--- config.mk ---
export PLATFORM = sky130hd
export DESIGN_NAME = usb_ep12_transmit_control
export DESIGN_NICKNAME = d
export VERILOG_FILES = /design/src/ep12_usb_pkg.sv /design/src/usb_axil_slave.sv /design/src/ep12_in_responder.sv /design/src/usb_ep12_transmit_control.sv
export SDC_FILE = /design/constraint.sdc
export NUM_CORES = 1
export LEC_CHECK = 0
export BUFFER_PORTS_ARGS = -buffer_cell sky130_fd_sc_hd__buf_4
export CAP_MARGIN = 5
export CORE_UTILIZATION = 50
export DETAILED_ROUTE_END_ITERATION = 16
export GPL_TIMING_DRIVEN = 0
export PLACE_DENSITY = 0.85
export SETUP_SLACK_MARGIN = 0.4
export SLEW_MARGIN = 15
export SYNTH_ARGS = -nofsm -noshare
export SYNTH_HDL_FRONTEND = slang
export SYNTH_SLANG_ARGS = --single-unit
--- constraint.sdc ---
create_clock -name clk_sys -period 3.1 [get_ports clk_sys]
set_input_delay 0.775 -clock clk_sys [delete_from_list [all_inputs] [get_ports clk_sys]]
set_output_delay 0.775 -clock clk_sys [all_outputs]
set_load 0.005 [all_outputs]
--- src/ep12_usb_pkg.sv ---
// shared constants and types for the endpoint 1/2 transmit control block
package ep12_usb_pkg;
  localparam int ADDR_W = 12;
  localparam int DATA_W = 32;
  localparam int IDX_W = 8;
  localparam int REG_W = 8;
  localparam int CNT_W = 4;
  localparam int EP_W = 4;
  // register indices; byte address is four times the index
  localparam logic [7:0] CTRL_IDX = 8'hEB;
  localparam logic [7:0] CTL2_IDX = 8'hEC;
  localparam logic [7:0] STAT_IDX = 8'hF8;
  // transmit control fields
  localparam int TOGGLE_BIT = 7;
  localparam int SELECT_BIT = 6;
  localparam int TXEN_BIT = 5;
  localparam int RESUME_BIT = 4;
  localparam int COUNT_LSB = 0;
  // control two fields
  localparam int SOUT_BIT = 4;
  localparam int EP2EN_BIT = 3;
  localparam int EP1EN_BIT = 2;
  localparam int EP2STALL_BIT = 1;
  localparam int EP1STALL_BIT = 0;
  // status fields; done and resume detected are write one to clear, driving is read only
  localparam int DONE_BIT = 0;
  localparam int RESDET_BIT = 1;
  localparam int DRIVING_BIT = 2;
  // reset values, endpoint numbers and bus responses
  localparam logic [7:0] CTRL_RST = 8'h00;
  localparam logic [7:0] CTL2_RST = 8'h00;
  localparam logic [3:0] EP_ONE = 4'h1;
  localparam logic [3:0] EP_TWO = 4'h2;
  localparam logic [1:0] RESP_OKAY = 2'h0;
  localparam logic [1:0] RESP_SLVERR = 2'h2;
  typedef enum logic [1:0] {ANSWER_DATA, ANSWER_NAK, ANSWER_STALL} answer_kind_type;
  function automatic logic reg_mapped(input logic [7:0] idx);
    return (idx == CTRL_IDX) || (idx == CTL2_IDX) || (idx == STAT_IDX);
  endfunction
endpackage

--- src/usb_axil_slave.sv ---
// axi4-lite slave that turns bus cycles into byte-wide register strobes
`timescale 1ns/10ps
`default_nettype none
module usb_axil_slave #(
  parameter int ADDR_WIDTH = ep12_usb_pkg::ADDR_W
) (
  // clock and reset
  input wire logic clk_sys,
  input wire logic rst_n,
  // write channels
  input wire logic [ADDR_WIDTH-1:0] awaddr,
  input wire logic awvalid,
  output logic awready,
  input wire logic [ep12_usb_pkg::DATA_W-1:0] wdata,
  input wire logic [3:0] wstrb,
  input wire logic wvalid,
  output logic wready,
  output logic [1:0] bresp,
  output logic bvalid,
  input wire logic bready,
  // read channels
  input wire logic [ADDR_WIDTH-1:0] araddr,
  input wire logic arvalid,
  output logic arready,
  output logic [ep12_usb_pkg::DATA_W-1:0] rdata,
  output logic [1:0] rresp,
  output logic rvalid,
  input wire logic rready,
  // register side
  output logic reg_wr_en,
  output logic [ep12_usb_pkg::IDX_W-1:0] reg_wr_index,
  output logic [ep12_usb_pkg::REG_W-1:0] reg_wr_data,
  output logic [ep12_usb_pkg::IDX_W-1:0] reg_rd_index,
  input wire logic [ep12_usb_pkg::REG_W-1:0] reg_rd_data
);
  import ep12_usb_pkg::*;
  if (ADDR_WIDTH < 10) begin : g_bad_width
    $error("address width too small for the register map");
  end
  logic aw_got, next_aw_got, aw_ok, next_aw_ok, w_got, next_w_got, w_lane, next_w_lane;
  logic [7:0] aw_idx, next_aw_idx, w_dat, next_w_dat;
  logic next_bvalid, next_rvalid;
  logic [1:0] next_bresp, next_rresp;
  logic [31:0] next_rdata;
  logic do_write, ar_ok, aw_hit;

  // upper address bits must be zero, byte lane bits are ignored
  assign aw_hit = reg_mapped(awaddr[9:2]) && (awaddr >> 10) == '0;
  assign ar_ok = reg_mapped(araddr[9:2]) && (araddr >> 10) == '0;
  assign awready = !aw_got && !bvalid;
  assign wready = !w_got && !bvalid;
  assign arready = !rvalid;
  assign do_write = aw_got && w_got && !bvalid;
  // narrow writes that skip lane 0 leave the register alone
  assign reg_wr_en = do_write && aw_ok && w_lane;
  assign reg_wr_index = aw_idx;
  assign reg_wr_data = w_dat;
  assign reg_rd_index = araddr[9:2];

  always_comb begin
    next_aw_got = aw_got;
    next_aw_ok = aw_ok;
    next_aw_idx = aw_idx;
    next_w_got = w_got;
    next_w_dat = w_dat;
    next_w_lane = w_lane;
    next_bvalid = bvalid;
    next_bresp = bresp;
    next_rvalid = rvalid;
    next_rdata = rdata;
    next_rresp = rresp;
    if (awvalid && awready) begin
      next_aw_got = 1'b1;
      next_aw_idx = awaddr[9:2];
      next_aw_ok = aw_hit;
    end
    if (wvalid && wready) begin
      next_w_got = 1'b1;
      next_w_dat = wdata[7:0];
      next_w_lane = wstrb[0];
    end
    if (do_write) begin
      next_aw_got = 1'b0;
      next_w_got = 1'b0;
      next_bvalid = 1'b1;
      next_bresp = aw_ok ? RESP_OKAY : RESP_SLVERR;
    end
    if (bvalid && bready) begin
      next_bvalid = 1'b0;
    end
    if (arvalid && arready) begin
      next_rvalid = 1'b1;
      next_rdata = ar_ok ? {24'h000000, reg_rd_data} : 32'h00000000;
      next_rresp = ar_ok ? RESP_OKAY : RESP_SLVERR;
    end else if (rvalid && rready) begin
      next_rvalid = 1'b0;
    end
  end

  always_ff @(posedge clk_sys or negedge rst_n) begin
    if (!rst_n) begin
      aw_got <= 1'b0;
      aw_ok <= 1'b0;
      aw_idx <= 8'h00;
      w_got <= 1'b0;
      w_dat <= 8'h00;
      w_lane <= 1'b0;
      bvalid <= 1'b0;
      bresp <= RESP_OKAY;
      rvalid <= 1'b0;
      rdata <= 32'h00000000;
      rresp <= RESP_OKAY;
    end else begin
      aw_got <= next_aw_got;
      aw_ok <= next_aw_ok;
      aw_idx <= next_aw_idx;
      w_got <= next_w_got;
      w_dat <= next_w_dat;
      w_lane <= next_w_lane;
      bvalid <= next_bvalid;
      bresp <= next_bresp;
      rvalid <= next_rvalid;
      rdata <= next_rdata;
      rresp <= next_rresp;
    end
  end
endmodule // usb_axil_slave
`default_nettype wire

--- src/ep12_in_responder.sv ---
// handshake decision for in tokens aimed at endpoint 1 or 2
`timescale 1ns/10ps
`default_nettype none
module ep12_in_responder (
  // clock and reset
  input wire logic clk_sys,
  input wire logic rst_n,
  // token from the serial engine
  input wire logic in_token,
  input wire logic [ep12_usb_pkg::EP_W-1:0] in_endpoint,
  // control state
  input wire logic tx_enable,
  input wire logic done_flag,
  input wire logic select_two,
  input wire logic ep1_enable,
  input wire logic ep2_enable,
  input wire logic ep1_stall,
  input wire logic ep2_stall,
  input wire logic toggle,
  input wire logic [ep12_usb_pkg::CNT_W-1:0] count,
  // answer to the serial engine
  output logic answer_valid,
  output ep12_usb_pkg::answer_kind_type answer_kind,
  output logic answer_data1,
  output logic [ep12_usb_pkg::CNT_W-1:0] answer_count
);
  import ep12_usb_pkg::*;
  logic is_one, is_two, stall, ok, next_valid, next_data1;
  answer_kind_type next_kind;
  logic [CNT_W-1:0] next_count;

  assign is_one = in_endpoint == EP_ONE;
  assign is_two = in_endpoint == EP_TWO;

  always_comb begin
    stall = is_one ? ep1_stall : ep2_stall;
    // both endpoints share one buffer, so only the selected one may send
    ok = tx_enable && !done_flag && (is_two ? (ep2_enable && select_two) :
      (ep1_enable && !select_two));
    next_valid = in_token && (is_one || is_two);
    next_kind = answer_kind;
    next_data1 = answer_data1;
    next_count = answer_count;
    if (next_valid) begin
      next_kind = stall ? ANSWER_STALL : (ok ? ANSWER_DATA : ANSWER_NAK);
      next_data1 = toggle;
      next_count = count;
    end
  end

  always_ff @(posedge clk_sys or negedge rst_n) begin
    if (!rst_n) begin
      answer_valid <= 1'b0;
      answer_kind <= ANSWER_NAK;
      answer_data1 <= 1'b0;
      answer_count <= '0;
    end else begin
      answer_valid <= next_valid;
      answer_kind <= next_kind;
      answer_data1 <= next_data1;
      answer_count <= next_count;
    end
  end
endmodule // ep12_in_responder
`default_nettype wire

--- src/usb_ep12_transmit_control.sv ---
// endpoint 1/2 transmit control with register file and resume drive
`timescale 1ns/10ps
`default_nettype none
// Overview of operation
// transmit enable lets endpoint 1 or 2 send
// enable off or done flag answers NAK; the code answers STALL instead when the endpoint stall bit is set
// software also sets the per-endpoint enable
// software sets enable when ready, clears after
// endpoint 2 NAKs while selector picks endpoint 1; the code answers STALL instead when the endpoint 2 stall bit is set
// reset clears the endpoint selector
// reset clears the shared transmit enable
// force resume drives K on the lines
// software times resume between 10 and 15 ms
// force resume never sets resume detected flag
// low four bits hold next packet byte count
// bit 7 picks DATA0 or DATA1 PID
module usb_ep12_transmit_control #(
  parameter int ADDR_WIDTH = ep12_usb_pkg::ADDR_W
) (
  // clock and reset
  input wire logic clk_sys,
  input wire logic rst_n,
  // axi4-lite write
  input wire logic [ADDR_WIDTH-1:0] awaddr,
  input wire logic awvalid,
  output logic awready,
  input wire logic [ep12_usb_pkg::DATA_W-1:0] wdata,
  input wire logic [3:0] wstrb,
  input wire logic wvalid,
  output logic wready,
  output logic [1:0] bresp,
  output logic bvalid,
  input wire logic bready,
  // axi4-lite read
  input wire logic [ADDR_WIDTH-1:0] araddr,
  input wire logic arvalid,
  output logic arready,
  output logic [ep12_usb_pkg::DATA_W-1:0] rdata,
  output logic [1:0] rresp,
  output logic rvalid,
  input wire logic rready,
  // usb serial engine
  input wire logic in_token,
  input wire logic [ep12_usb_pkg::EP_W-1:0] in_endpoint,
  input wire logic tx_packet_acked,
  input wire logic resume_seen,
  output logic answer_valid,
  output ep12_usb_pkg::answer_kind_type answer_kind,
  output logic answer_data1,
  output logic [ep12_usb_pkg::CNT_W-1:0] answer_count,
  // data line drive for resume
  output logic resume_dp,
  output logic resume_dm,
  output logic resume_oe
);
  import ep12_usb_pkg::*;
  // the slave decodes index bits 9..2, so narrower buses cannot reach the map
  if (ADDR_WIDTH < 10 || ADDR_WIDTH > DATA_W) begin : g_bad_addr
    $error("address width cannot serve the register map");
  end

  logic wr_en;
  logic [IDX_W-1:0] wr_idx, rd_idx;
  logic [REG_W-1:0] wr_dat, rd_dat;
  logic [REG_W-1:0] ctrl, next_ctrl, ctl2, next_ctl2;
  logic done_flag, next_done_flag, resume_detected_flag, next_resume_detected_flag;
  logic next_oe;
  logic ep12_data_toggle, endpoint_one_two_select, ep12_transmit_enable, force_resume;
  logic endpoint_one_enable, endpoint_two_enable, endpoint_one_stall, endpoint_two_stall;
  logic [CNT_W-1:0] tx_count;

  usb_axil_slave #(
    .ADDR_WIDTH(ADDR_WIDTH)
  ) u_bus (
    .clk_sys(clk_sys),
    .rst_n(rst_n),
    .awaddr(awaddr),
    .awvalid(awvalid),
    .awready(awready),
    .wdata(wdata),
    .wstrb(wstrb),
    .wvalid(wvalid),
    .wready(wready),
    .bresp(bresp),
    .bvalid(bvalid),
    .bready(bready),
    .araddr(araddr),
    .arvalid(arvalid),
    .arready(arready),
    .rdata(rdata),
    .rresp(rresp),
    .rvalid(rvalid),
    .rready(rready),
    .reg_wr_en(wr_en),
    .reg_wr_index(wr_idx),
    .reg_wr_data(wr_dat),
    .reg_rd_index(rd_idx),
    .reg_rd_data(rd_dat)
  );

  assign ep12_data_toggle = ctrl[TOGGLE_BIT];
  assign endpoint_one_two_select = ctrl[SELECT_BIT];
  assign ep12_transmit_enable = ctrl[TXEN_BIT];
  assign force_resume = ctrl[RESUME_BIT];
  assign tx_count = ctrl[COUNT_LSB +: CNT_W];
  assign endpoint_two_enable = ctl2[EP2EN_BIT];
  assign endpoint_one_enable = ctl2[EP1EN_BIT];
  assign endpoint_two_stall = ctl2[EP2STALL_BIT];
  assign endpoint_one_stall = ctl2[EP1STALL_BIT];

  // register writes and sticky flags
  always_comb begin
    next_ctrl = ctrl;
    next_ctl2 = ctl2;
    next_done_flag = done_flag;
    next_resume_detected_flag = resume_detected_flag;
    if (wr_en && wr_idx == CTRL_IDX) begin
      next_ctrl = wr_dat;
    end
    if (wr_en && wr_idx == CTL2_IDX) begin
      // reserved bits 7..5 are kept at zero
      next_ctl2 = {3'h0, wr_dat[4:0]};
    end
    if (wr_en && wr_idx == STAT_IDX) begin
      if (wr_dat[DONE_BIT]) begin
        next_done_flag = 1'b0;
      end
      if (wr_dat[RESDET_BIT]) begin
        next_resume_detected_flag = 1'b0;
      end
    end
    // a set in the same cycle as a clear wins
    if (tx_packet_acked) begin
      next_done_flag = 1'b1;
    end
    // own K drive echoes back on the lines and must not look like a host resume
    if (resume_seen && !force_resume && !resume_oe) begin
      next_resume_detected_flag = 1'b1;
    end
  end

  // K state: D+ low, D- high; the bit is level, software owns the timing
  assign next_oe = force_resume;

  always_ff @(posedge clk_sys or negedge rst_n) begin
    if (!rst_n) begin
      ctrl <= CTRL_RST;
      ctl2 <= CTL2_RST;
      done_flag <= 1'b0;
      resume_detected_flag <= 1'b0;
      resume_oe <= 1'b0;
    end else begin
      ctrl <= next_ctrl;
      ctl2 <= next_ctl2;
      done_flag <= next_done_flag;
      resume_detected_flag <= next_resume_detected_flag;
      resume_oe <= next_oe;
    end
  end

  assign resume_dp = 1'b0;
  assign resume_dm = resume_oe;

  // read mux; unmapped indices answer zero and are flagged by the bus slave
  always_comb begin
    case (rd_idx)
      CTRL_IDX: rd_dat = ctrl;
      CTL2_IDX: rd_dat = ctl2;
      STAT_IDX: rd_dat = {5'h00, resume_oe, resume_detected_flag, done_flag};
      default: rd_dat = 8'h00;
    endcase
  end

  ep12_in_responder u_resp (
    .clk_sys(clk_sys),
    .rst_n(rst_n),
    .in_token(in_token),
    .in_endpoint(in_endpoint),
    .tx_enable(ep12_transmit_enable),
    .done_flag(done_flag),
    .select_two(endpoint_one_two_select),
    .ep1_enable(endpoint_one_enable),
    .ep2_enable(endpoint_two_enable),
    .ep1_stall(endpoint_one_stall),
    .ep2_stall(endpoint_two_stall),
    .toggle(ep12_data_toggle),
    .count(tx_count),
    .answer_valid(answer_valid),
    .answer_kind(answer_kind),
    .answer_data1(answer_data1),
    .answer_count(answer_count)
  );

  logic tok_one, tok_two, tok_stall;
  assign tok_one = in_token && in_endpoint == EP_ONE;
  assign tok_two = in_token && in_endpoint == EP_TWO;
  assign tok_stall = tok_one ? endpoint_one_stall : endpoint_two_stall;

  a_data_allowed: assert property (
    @(posedge clk_sys) disable iff (!rst_n)
    tok_two && ep12_transmit_enable && !done_flag && endpoint_two_enable
      && !endpoint_two_stall && endpoint_one_two_select
      |=> answer_valid && answer_kind == ANSWER_DATA)
    else $error("enabled endpoint 2 token did not send data");

  a_nak_when_off: assert property (
    @(posedge clk_sys) disable iff (!rst_n)
    (tok_one || tok_two) && !tok_stall && (!ep12_transmit_enable || done_flag)
      |=> answer_valid && answer_kind == ANSWER_NAK)
    else $error("token with transmit off or done did not get NAK");

  a_select_nak: assert property (
    @(posedge clk_sys) disable iff (!rst_n)
    tok_two && !endpoint_one_two_select && !endpoint_two_stall
      |=> answer_valid && answer_kind != ANSWER_DATA)
    else $error("endpoint 2 sent data while endpoint 1 selected");

  a_reset_clears: assert property (
    @(posedge clk_sys) disable iff (!rst_n)
    $rose(rst_n) |-> !endpoint_one_two_select && !ep12_transmit_enable && tx_count == 4'h0)
    else $error("control fields not clear after reset");

  a_enable_kept: assert property (
    @(posedge clk_sys) disable iff (!rst_n)
    !ep12_transmit_enable && !(wr_en && wr_idx == CTRL_IDX) |=> !ep12_transmit_enable)
    else $error("transmit enable set without a write");

  a_resume_drive: assert property (
    @(posedge clk_sys) disable iff (!rst_n)
    force_resume [*2] |-> resume_oe && !resume_dp && resume_dm)
    else $error("forced resume not driving K");

  a_no_self_resume: assert property (
    @(posedge clk_sys) disable iff (!rst_n)
    force_resume && !resume_detected_flag |=> !resume_detected_flag)
    else $error("forced resume set the resume detected flag");

  a_count_write: assert property (
    @(posedge clk_sys) disable iff (!rst_n)
    wr_en && wr_idx == CTRL_IDX |=> tx_count == $past(wr_dat[3:0]))
    else $error("byte count not taken from the write");

  a_pid_follows: assert property (
    @(posedge clk_sys) disable iff (!rst_n)
    (tok_one || tok_two) |=> answer_data1 == $past(ep12_data_toggle))
    else $error("data pid does not follow the toggle bit");

  a_done_set_wins: assert property (
    @(posedge clk_sys) disable iff (!rst_n)
    tx_packet_acked |=> done_flag)
    else $error("transmit done lost against a clear");

  a_ep1_data: assert property (
    @(posedge clk_sys) disable iff (!rst_n)
    tok_one && ep12_transmit_enable && !done_flag && endpoint_one_enable
      && !endpoint_one_stall && !endpoint_one_two_select
      |=> answer_valid && answer_kind == ANSWER_DATA)
    else $error("enabled endpoint 1 token did not send data");

  a_ep1_select_nak: assert property (
    @(posedge clk_sys) disable iff (!rst_n)
    tok_one && endpoint_one_two_select && !endpoint_one_stall
      |=> answer_valid && answer_kind == ANSWER_NAK)
    else $error("endpoint 1 sent data while endpoint 2 selected");

  a_stall_answer: assert property (
    @(posedge clk_sys) disable iff (!rst_n)
    (tok_one || tok_two) && tok_stall |=> answer_valid && answer_kind == ANSWER_STALL)
    else $error("stalled endpoint did not answer STALL");

  a_answer_pulse: assert property (
    @(posedge clk_sys) disable iff (!rst_n)
    !(tok_one || tok_two) |=> !answer_valid)
    else $error("answer given without a token");

  a_count_follows: assert property (
    @(posedge clk_sys) disable iff (!rst_n)
    (tok_one || tok_two) |=> answer_count == $past(tx_count))
    else $error("answer byte count does not follow the register");

  a_toggle_write: assert property (
    @(posedge clk_sys) disable iff (!rst_n)
    wr_en && wr_idx == CTRL_IDX |=> ep12_data_toggle == $past(wr_dat[TOGGLE_BIT]))
    else $error("data toggle not taken from the write");

  a_resume_release: assert property (
    @(posedge clk_sys) disable iff (!rst_n)
    !force_resume [*2] |-> !resume_oe && !resume_dm)
    else $error("resume drive left on after clear");

  a_host_resume_flag: assert property (
    @(posedge clk_sys) disable iff (!rst_n)
    resume_seen && !force_resume && !resume_oe |=> resume_detected_flag)
    else $error("host resume not recorded");

  a_done_clear: assert property (
    @(posedge clk_sys) disable iff (!rst_n)
    wr_en && wr_idx == STAT_IDX && wr_dat[DONE_BIT] && !tx_packet_acked |=> !done_flag)
    else $error("transmit done not cleared by a write");

  a_ctl2_reserved: assert property (
    @(posedge clk_sys) disable iff (!rst_n)
    ctl2[7:5] == 3'h0)
    else $error("reserved control two bits set");

endmodule // usb_ep12_transmit_control
`default_nettype wire

==> results of run 1 <==
-- cell type report --
class                   instances  area share (%)
plain buffers                  32            6.71
flip-flops and latches         56            41.3
multi-input cells             143            31.1
clock buffers                   7            2.25
clock inverters                 1           0.885
repair buffers                 66            14.6
inverters                       6           0.664
well taps                      67            2.47
-- cells in the mapped netlist, types with 2 or more instances --
library cell  count
and2_1            2
buf_2             2
nor2b_1           4
nor2_1            8
nor4b_1           3
nand4_1           2
mux2_2           35
clkbuf_1          2
nor3_1            3
nand2_1          11
buf_4            28
inv_1             6
o21ai_0           5
a21o_1            2
a22o_1           10
a22oi_1           2
or4b_1            2
dfrtp_1          55
a21oi_1           2
a31oi_1           2
a32o_1            2
o2bb2ai_1         2
-- per-layer routing --
metal / GRT usage [%] / share of wire, %
met5: 0 / 0
met4: 5.66 / 0.68
met3: 5.83 / 7.6
met2: 32.9 / 50
met1: 22.8 / 42
-- per-stage QoR --
stage	power, mW	hold slack (ns)	area [um^2]	cells	utilization [%]
finish	1.93	0.460	3390	378	69.5
global route	2.04	0.478	3390	378	69.5
detailed placement	1.48	0.434	3290	370	67.4
floorplan	1.29	0.391	2710	237	-
global placement	1.45	0.426	3290	370	67.4
CTS	1.94	0.460	3390	378	69.5
-- power groups by stage --
stage / Combinational (mW) / Clock (mW) / Sequential, mW
after detailed placement: 0.458 / 0 / 1.02
final: 0.455 / 0.462 / 1.01
after CTS: 0.460 / 0.472 / 1.01
after global routing: 0.503 / 0.504 / 1.03
after floorplan: 0.301 / 0 / 0.989
after global placement: 0.442 / 0 / 1.01
-- logic make-up (layout without fill, tap and decap cells) --
family                    after synthesis  count (layout)  synth area share, %
DFF                                    56              56                 53.7
other                                   1              27                0.144
muxes                                  35              35                 15.1
xor gates and xnor gates                2               2                0.671
and+or+nand+nor                        47              47                 11.5
buffers and inverters                  38             112                 9.59
AOI/OAI and AO/OA                      32              32                 9.30
-- cells in the final DEF (no fill, tap or decap), types with 3 or more instances in the layout --
| cell | n |
|---|---|
| buf_4 | 94 |
| dfrtp_1 | 55 |
| mux2_2 | 35 |
| conb_1 | 27 |
| nand2_1 | 11 |
| a22o_1 | 10 |
| nor2_1 | 8 |
| inv_1 | 6 |
| o21ai_0 | 5 |
| clkbuf_8 | 5 |
| nor2b_1 | 4 |
| clkbuf_1 | 4 |
| nor4b_1 | 3 |
| nor3_1 | 3 |
-- worst max-delay path by stage --
| stage | start | end | slack [ns] | cells past startpoint |
|---|---|---|---|---|
| 6_report | u_bus.bvalid | ctrl[3] | 1.22 | 4 |
| 5_1_grt | u_bus.bvalid | ctrl[3] | 1.11 | 4 |
| 4_1_cts | u_bus.bvalid | ctrl[3] | 1.20 | 4 |
| 3_5_place_dp | araddr[11] | u_bus.rdata[4] | 1.0 | 5 |
| 3_3_place_gp | araddr[11] | u_bus.rdata[2] | 1.02 | 5 |
| 2_1_floorplan | araddr[11] | u_bus.rdata[0] | 1.23 | 4 |
-- state kept, by name, summed over array words and instances, names as in the netlist --
name	count
u_resp.answer_data1	1
u_bus.aw_got	1
u_bus.w_got	1
ctrl	8
u_resp.answer_valid	1
resume_detected_flag	1
resume_dm	1
u_bus.rvalid	1
u_bus.reg_wr_data	8
u_resp.answer_kind	2
done_flag	1
u_bus.rresp	1
u_resp.answer_count	4
ctl2	5
u_bus.reg_wr_index	8
u_bus.rdata	8
u_bus.aw_ok	1
u_bus.bresp	1
u_bus.bvalid	1
u_bus.w_lane	1
-- worst max-delay path, cell delays in order (launching register included) --
cell	delay [ns]
dfrtp_1	0.44
nand3b_4	0.20
nor3_2	0.14
nor4b_4	0.57
mux2_2	0.41
==> run_results.csv, run 1 <==
group,metric,value,unit
clock_tree,cts_root_buf,"clkbuf_8",
logic_synthesis,synth_edf_count,0,
cells_and_area,multi_input_comb_area,1050,um^2
critical_path,endpoint_kind,"register",
detailed_routing,drc_errors,0,
clock_tree,cts_buffer_depth,2,
die,die_area,5510,um^2
sta,skew,0.0100,ns
clock_tree,cts_tree,"built",
power_and_ir_drop,peakVddDrop,0.466,mV
sta,hold_violations,0,
cells_and_area,n_fill_cell,375,
critical_path,rrSetupSlack,1.22,ns
worst_hold_path,hold_path_end,"resume_dm",
sta,fin_crit,1.88,ns
global_routing,track_usage,19.0,%
critical_path,timing_worst_setup_path_type,"reg2reg",
clock_tree,cts_hold_buf,0,
critical_path,arrival,2.07,ns
die,die_height,74.3,um
detailed_routing,via_per_inst,4.89,
cells_and_area,nets,384,
placement,io_buffers,66,
detailed_routing,ant_nets,0,
clock_tree,htree_levels,2,
global_routing,grt_pass1_wl,7.74,mm
sta,fin_tns_setup,0,ns
power_and_ir_drop,combinationalPowerShare,23.6,%
logic_synthesis,avgSynthCellArea,12.4,um^2
sta,rsz0062_at_grt,"false",
logic_synthesis,yosysWarningCount,0,
sta,max_freq,0.532,GHz
logic_synthesis,synthDistinctLibCells,43,
power_and_ir_drop,seqPwrFrac,52.4,%
clock_tree,post_cts_buffers,0,
cells_and_area,drive_above_1_share,46.3,%
logic_synthesis,yosysSeqAreaShare,53.7,%
sta,worst_slack,1.22,ns
logic_synthesis,async_flop_share,100,%
sta,slew-limit-headroom,54.6,%
detailed_routing,wl,5.01,mm
cells_and_area,layout.area.seq,1400,um^2
flow_run,drv_cap,0,
power_and_ir_drop,power_frac_clock,24.0,%
detailed_routing,drt-initial-drc-count,79,
critical_path,reg2reg_depth,4,
critical_path,r2r_start,"u_bus.bvalid",
clock_tree,cts_sinks,56,
logic_synthesis,syn-instance-count,211,
logic_synthesis,synth.ff_latch_count,56,
global_routing,grt_max_degree,57,
cells_and_area,n_antenna_cell,0,
power_and_ir_drop,power.static_leakage,1.72,nW
worst_hold_path,hold_class,"reg2reg",
critical_path,reg2reg_to,"ctrl[3]",
logic_synthesis,synth_top_area_share,52.7,%
logic_synthesis,yosys-top-cells-area,"dfrtp_1 (53%), mux2_2 (15%), buf_4 (8.1%)",
die,initial_core_util,53.5,%
critical_path,crit_required,3.29,ns
sta,fin_crit_sh,60.7,%
detailed_routing,via_count,1850,
clock_tree,cts_resized,0,
detailed_routing,dr.pass1.iters,4,
global_routing,grt_pass1_vias,1663,
logic_synthesis,netlist_area,2610,um^2
power_and_ir_drop,switchingPower,524,uW
detailed_routing,wl_per_cell,13.3,um
power_and_ir_drop,switching_share,27.2,%
sta,setup-violations-final,0,
outcome,status,"finished clean",
logic_synthesis,synth_flop_cell,"dfrtp_1",
worst_hold_path,worst_hold_path.num_cells,0,
critical_path,startpoint_type,"register",
die,ioPinCount,126,
global_routing,antenna_found_initial,0,
die,rows,25,
critical_path,path_max_fanout,8,
worst_hold_path,hold_path_startpoint,"ctrl[4]",
power_and_ir_drop,p_int,1.40,mW
clock_tree,cts_buffers,5,
sta,slew_viol_final,0,
logic_synthesis,synth_top_area_cell,"dfrtp_1",
placement,detailedPlace.worstSlack,0.999,ns
clock_tree,clock_latency,0.31,ns
clock_tree,clkSlewWorstSetupHoldPaths,0.09,ns
cells_and_area,syn_to_final_growth,30.0,%
placement,gp_congestion,0.760,
sta,worst_pin_slew,0.682,ns
die,fp.dieW,74.3,um
placement,hpwl,3.89,mm
power_and_ir_drop,powerDensity,568,nW/um^2
die,core_area,4880,um^2
global_routing,grt_overflow,0,
Note: power is estimated with default switching activity, not from simulation.
==> run 2: changes to the inputs <==
--- a/config.mk
+++ b/config.mk
@@ -5,12 +5,13 @@
 export SDC_FILE = /design/constraint.sdc
 export NUM_CORES = 1
 export LEC_CHECK = 0
+export ABC_AREA = 1
 export BUFFER_PORTS_ARGS = -buffer_cell sky130_fd_sc_hd__buf_4
 export CAP_MARGIN = 5
-export CORE_UTILIZATION = 50
+export CORE_UTILIZATION = 42
 export DETAILED_ROUTE_END_ITERATION = 16
 export GPL_TIMING_DRIVEN = 0
-export PLACE_DENSITY = 0.85
+export PLACE_DENSITY = 0.75
 export SETUP_SLACK_MARGIN = 0.4
 export SLEW_MARGIN = 15
 export SYNTH_ARGS = -nofsm -noshare
==> constraint.sdc (replaced) <==
create_clock -name clk_sys -period 1.5 [get_ports clk_sys]
set_input_delay 0.375 -clock clk_sys [delete_from_list [all_inputs] [get_ports clk_sys]]
set_output_delay 0.375 -clock clk_sys [all_outputs]
set_load 0.005 [all_outputs]
==> run_results.csv, run 2 <==
group,metric,value,unit
outcome,status,"finished clean",
cells_and_area,nets,525,
critical_path,endpoint,"ctrl[6]",
detailed_routing,drt-initial-drc-count,189,
critical_path,rrSetupSlack,0.07,ns
critical_path,r2r_start,"u_bus.bvalid",
placement,io_buffers,67,
detailed_routing,via_per_inst,4.71,
power_and_ir_drop,p_total,4.64,mW
die,core_area,6060,um^2
clock_tree,cts_tree,"built",
placement,placed_area,3420,um^2
clock_tree,clkSlewWorstSetupHoldPaths,0.10,ns
detailed_routing,wl_per_cell,11.9,um
global_routing,antenna_found_initial,0,
critical_path,reg2reg_depth,8,
critical_path,crit_path_start,"u_bus.bvalid",
clock_tree,cts_sinks,56,
worst_hold_path,hold_class,"in2async",
global_routing,grt_pass1_wl,9.80,mm
logic_synthesis,synth_top_area_share,51.0,%
clock_tree,cts_buffers,5,
logic_synthesis,synthDistinctLibCells,26,
power_and_ir_drop,peakVddDrop,0.893,mV
detailed_routing,ant_nets,0,
global_routing,grt_pass1_vias,2261,
critical_path,path_max_fanout,6,
placement,detailedPlace.worstSlack,0.0119,ns
clock_tree,cts_hold_buf,0,
critical_path,cp_cell_sequence,"inv_2 > nand3_4 > nor3b_4 > buf_6 > nand2_4 > buf_8 > nand2_1 > nand2_1",
detailed_routing,dr.pass1.iters,4,
die,rows,28,
sta,setup-violations-final,0,
sta,worst_slack,0.0684,ns
critical_path,startpoint_type,"register",
placement,gp_congestion,0.811,
critical_path,arrival,1.65,ns
logic_synthesis,synth_flop_cell,"dfrtp_1",
clock_tree,cts_root_buf,"clkbuf_8",
logic_synthesis,async_flop_share,100,%
global_routing,grt_max_degree,57,
logic_synthesis,yosys-top-cells-area,"dfrtp_1 (51%), nand2_1 (12%), buf_4 (7.8%)",
sta,max_freq,0.699,GHz
sta,rsz0062_at_grt,"true",
sta,fin_crit,1.43,ns
power_and_ir_drop,power.static_leakage,2.18,nW
detailed_routing,wl,6.29,mm
detailed_routing,drc_errors,0,
die,initial_core_util,44.5,%
detailed_routing,met1_length,2.61,mm
logic_synthesis,synth.ff_latch_count,56,
sta,fin_crit_sh,95.4,%
critical_path,endpoint_kind,"register",
logic_synthesis,yosysSeqAreaShare,52.0,%
clock_tree,clock_latency,0.32,ns
sta,slew_viol_final,0,
cells_and_area,fin_util,68.1,%
cells_and_area,design_area,4130,um^2
sta,skew,0.0104,ns
placement,hpwl,4.22,mm
detailed_routing,routed-wl-met2,3.22,mm
detailed_routing,top_layer,"met4",
die,ioPinCount,126,
die,die_height,82.1,um
global_routing,grt_overflow,0,
critical_path,crit_required,1.72,ns
logic_synthesis,synth.most_common_cell,"nand2_1",
critical_path,slowest_stage,"dfrtp_2",
die,die_area,6740,um^2
detailed_routing,via_count,2483,
cells_and_area,layout_common_cells,"buf_4 (93), nand2_1 (70), dfrtp_1 (54), buf_6 (33), nand3_1 (31)",
logic_synthesis,syn-instance-count,319,
detailed_routing,routed-wl-met3,368,um
clock_tree,cts_buffer_depth,2,
logic_synthesis,synthTopCellsByCount,"nand2_1 (87), dfrtp_1 (55), nand3_1 (34)",
global_routing,track_usage,19.0,%
clock_tree,htree_levels,2,
logic_synthesis,yosysWarningCount,0,
critical_path,cpPeakStageDelay,0.46,ns
critical_path,crit_top_cell,"nand2_1",
flow_run,drv_cap,0,
cells_and_area,final_common_cell,"buf_4",
logic_synthesis,synth_top_area_cell,"dfrtp_1",
power_and_ir_drop,powerDensity,1120,nW/um^2
cells_and_area,syn_to_final_growth,53.0,%
sta,worst_pin_slew,0.686,ns
cells_and_area,n_antenna_cell,0,
logic_synthesis,synth_edf_count,0,
die,fp.dieW,82.1,um
sta,hold_violations,0,
logic_synthesis,netlist_area,2700,um^2
critical_path,reg2reg_to,"ctrl[6]",
logic_synthesis,avgSynthCellArea,8.45,um^2
critical_path,timing_worst_setup_path_type,"reg2reg",
cells_and_area,drive_above_1_share,44.0,%
sta,slew-limit-headroom,54.3,%
[run 2: cell types whose count changed after synthesis, moves of 4 or more]
cell	change
nor2_1	+24
nand3_1	+33
nor2b_1	-4
mux2_2	-32
inv_1	+22
o21ai_0	+8
o21ai_2	+6
a21oi_1	+7
nand2_1	+76
o21ai_1	+5
a22o_1	-10
[run 2: cells by family after synthesis]
group,share of synthesized area [%]
simple gates,26.0
buf+inv,12.6
flops,52.0
compound gates,8.03
mux,1.25
other cells,0.139
[run 2: routing by layer]
metal / track usage [%] / up-vias
li1: - / 1230
met2: 33.8 / 92
met5: 0 / -
met1: 23.1 / 1151
met3: 3.85 / 10
met4: 5.96 / 0
[run 2: how the worst min path moves through the flow]
stage	from	endpoint	slack, ns	depth (start not counted)
after floorplan	rst_n	ctl2[0]	0.08	0
after global placement	u_bus.aw_ok	u_bus.bresp[1]	0.45	1
after detailed placement	u_bus.aw_ok	u_bus.bresp[1]	0.45	1
after CTS	rst_n	u_bus.reg_wr_index[4]	0.12	1
after global routing	rst_n	u_bus.reg_wr_data[1]	0.15	1
final	rst_n	u_resp.answer_valid	0.09	1
[run 2: repair_timing]
action,in CTS,in global routing
buffers inserted,16,13
pin swaps,10,5
gates resized for setup,66,34
hold endpoints to repair,0,0
cloned,3,0
endpoints found under the setup margin,68,69
[run 2: layout make-up]
type	count	area, um^2
inverter	29	116
sequential	56	1400
buffer	31	255
timing repair buffer	99	887
fill	493	1940
clock inverter	3	42.5
clock buffer	5	68.8
multi-input combinational	229	1260
tap	75	93.8
[run 2: critical path, delay by kind of cell, from the launching register on]
kind                   cells  cell delay [ns]
and+or+nand+nor            5             0.50
DFF                        1             0.46
buffers and inverters      3             0.38
[run 2: report_power, final]
group          leakage, nW  switching (mW)  internal, mW
sequential           0.711           0.228          1.81
combinational         1.41           0.753         0.857
clock               0.0541           0.495         0.495
[run 2: metrics by stage]
stage / hold WS, ns / TNS [ns] / cells
2_1_floorplan: 0.0794 / 0 / 345
3_3_place_gp: 0.445 / 0 / 487
3_5_place_dp: 0.454 / 0 / 487
4_1_cts: 0.123 / 0 / 514
5_1_grt: 0.151 / -0.0690 / 527
6_report: 0.0928 / 0 / 527
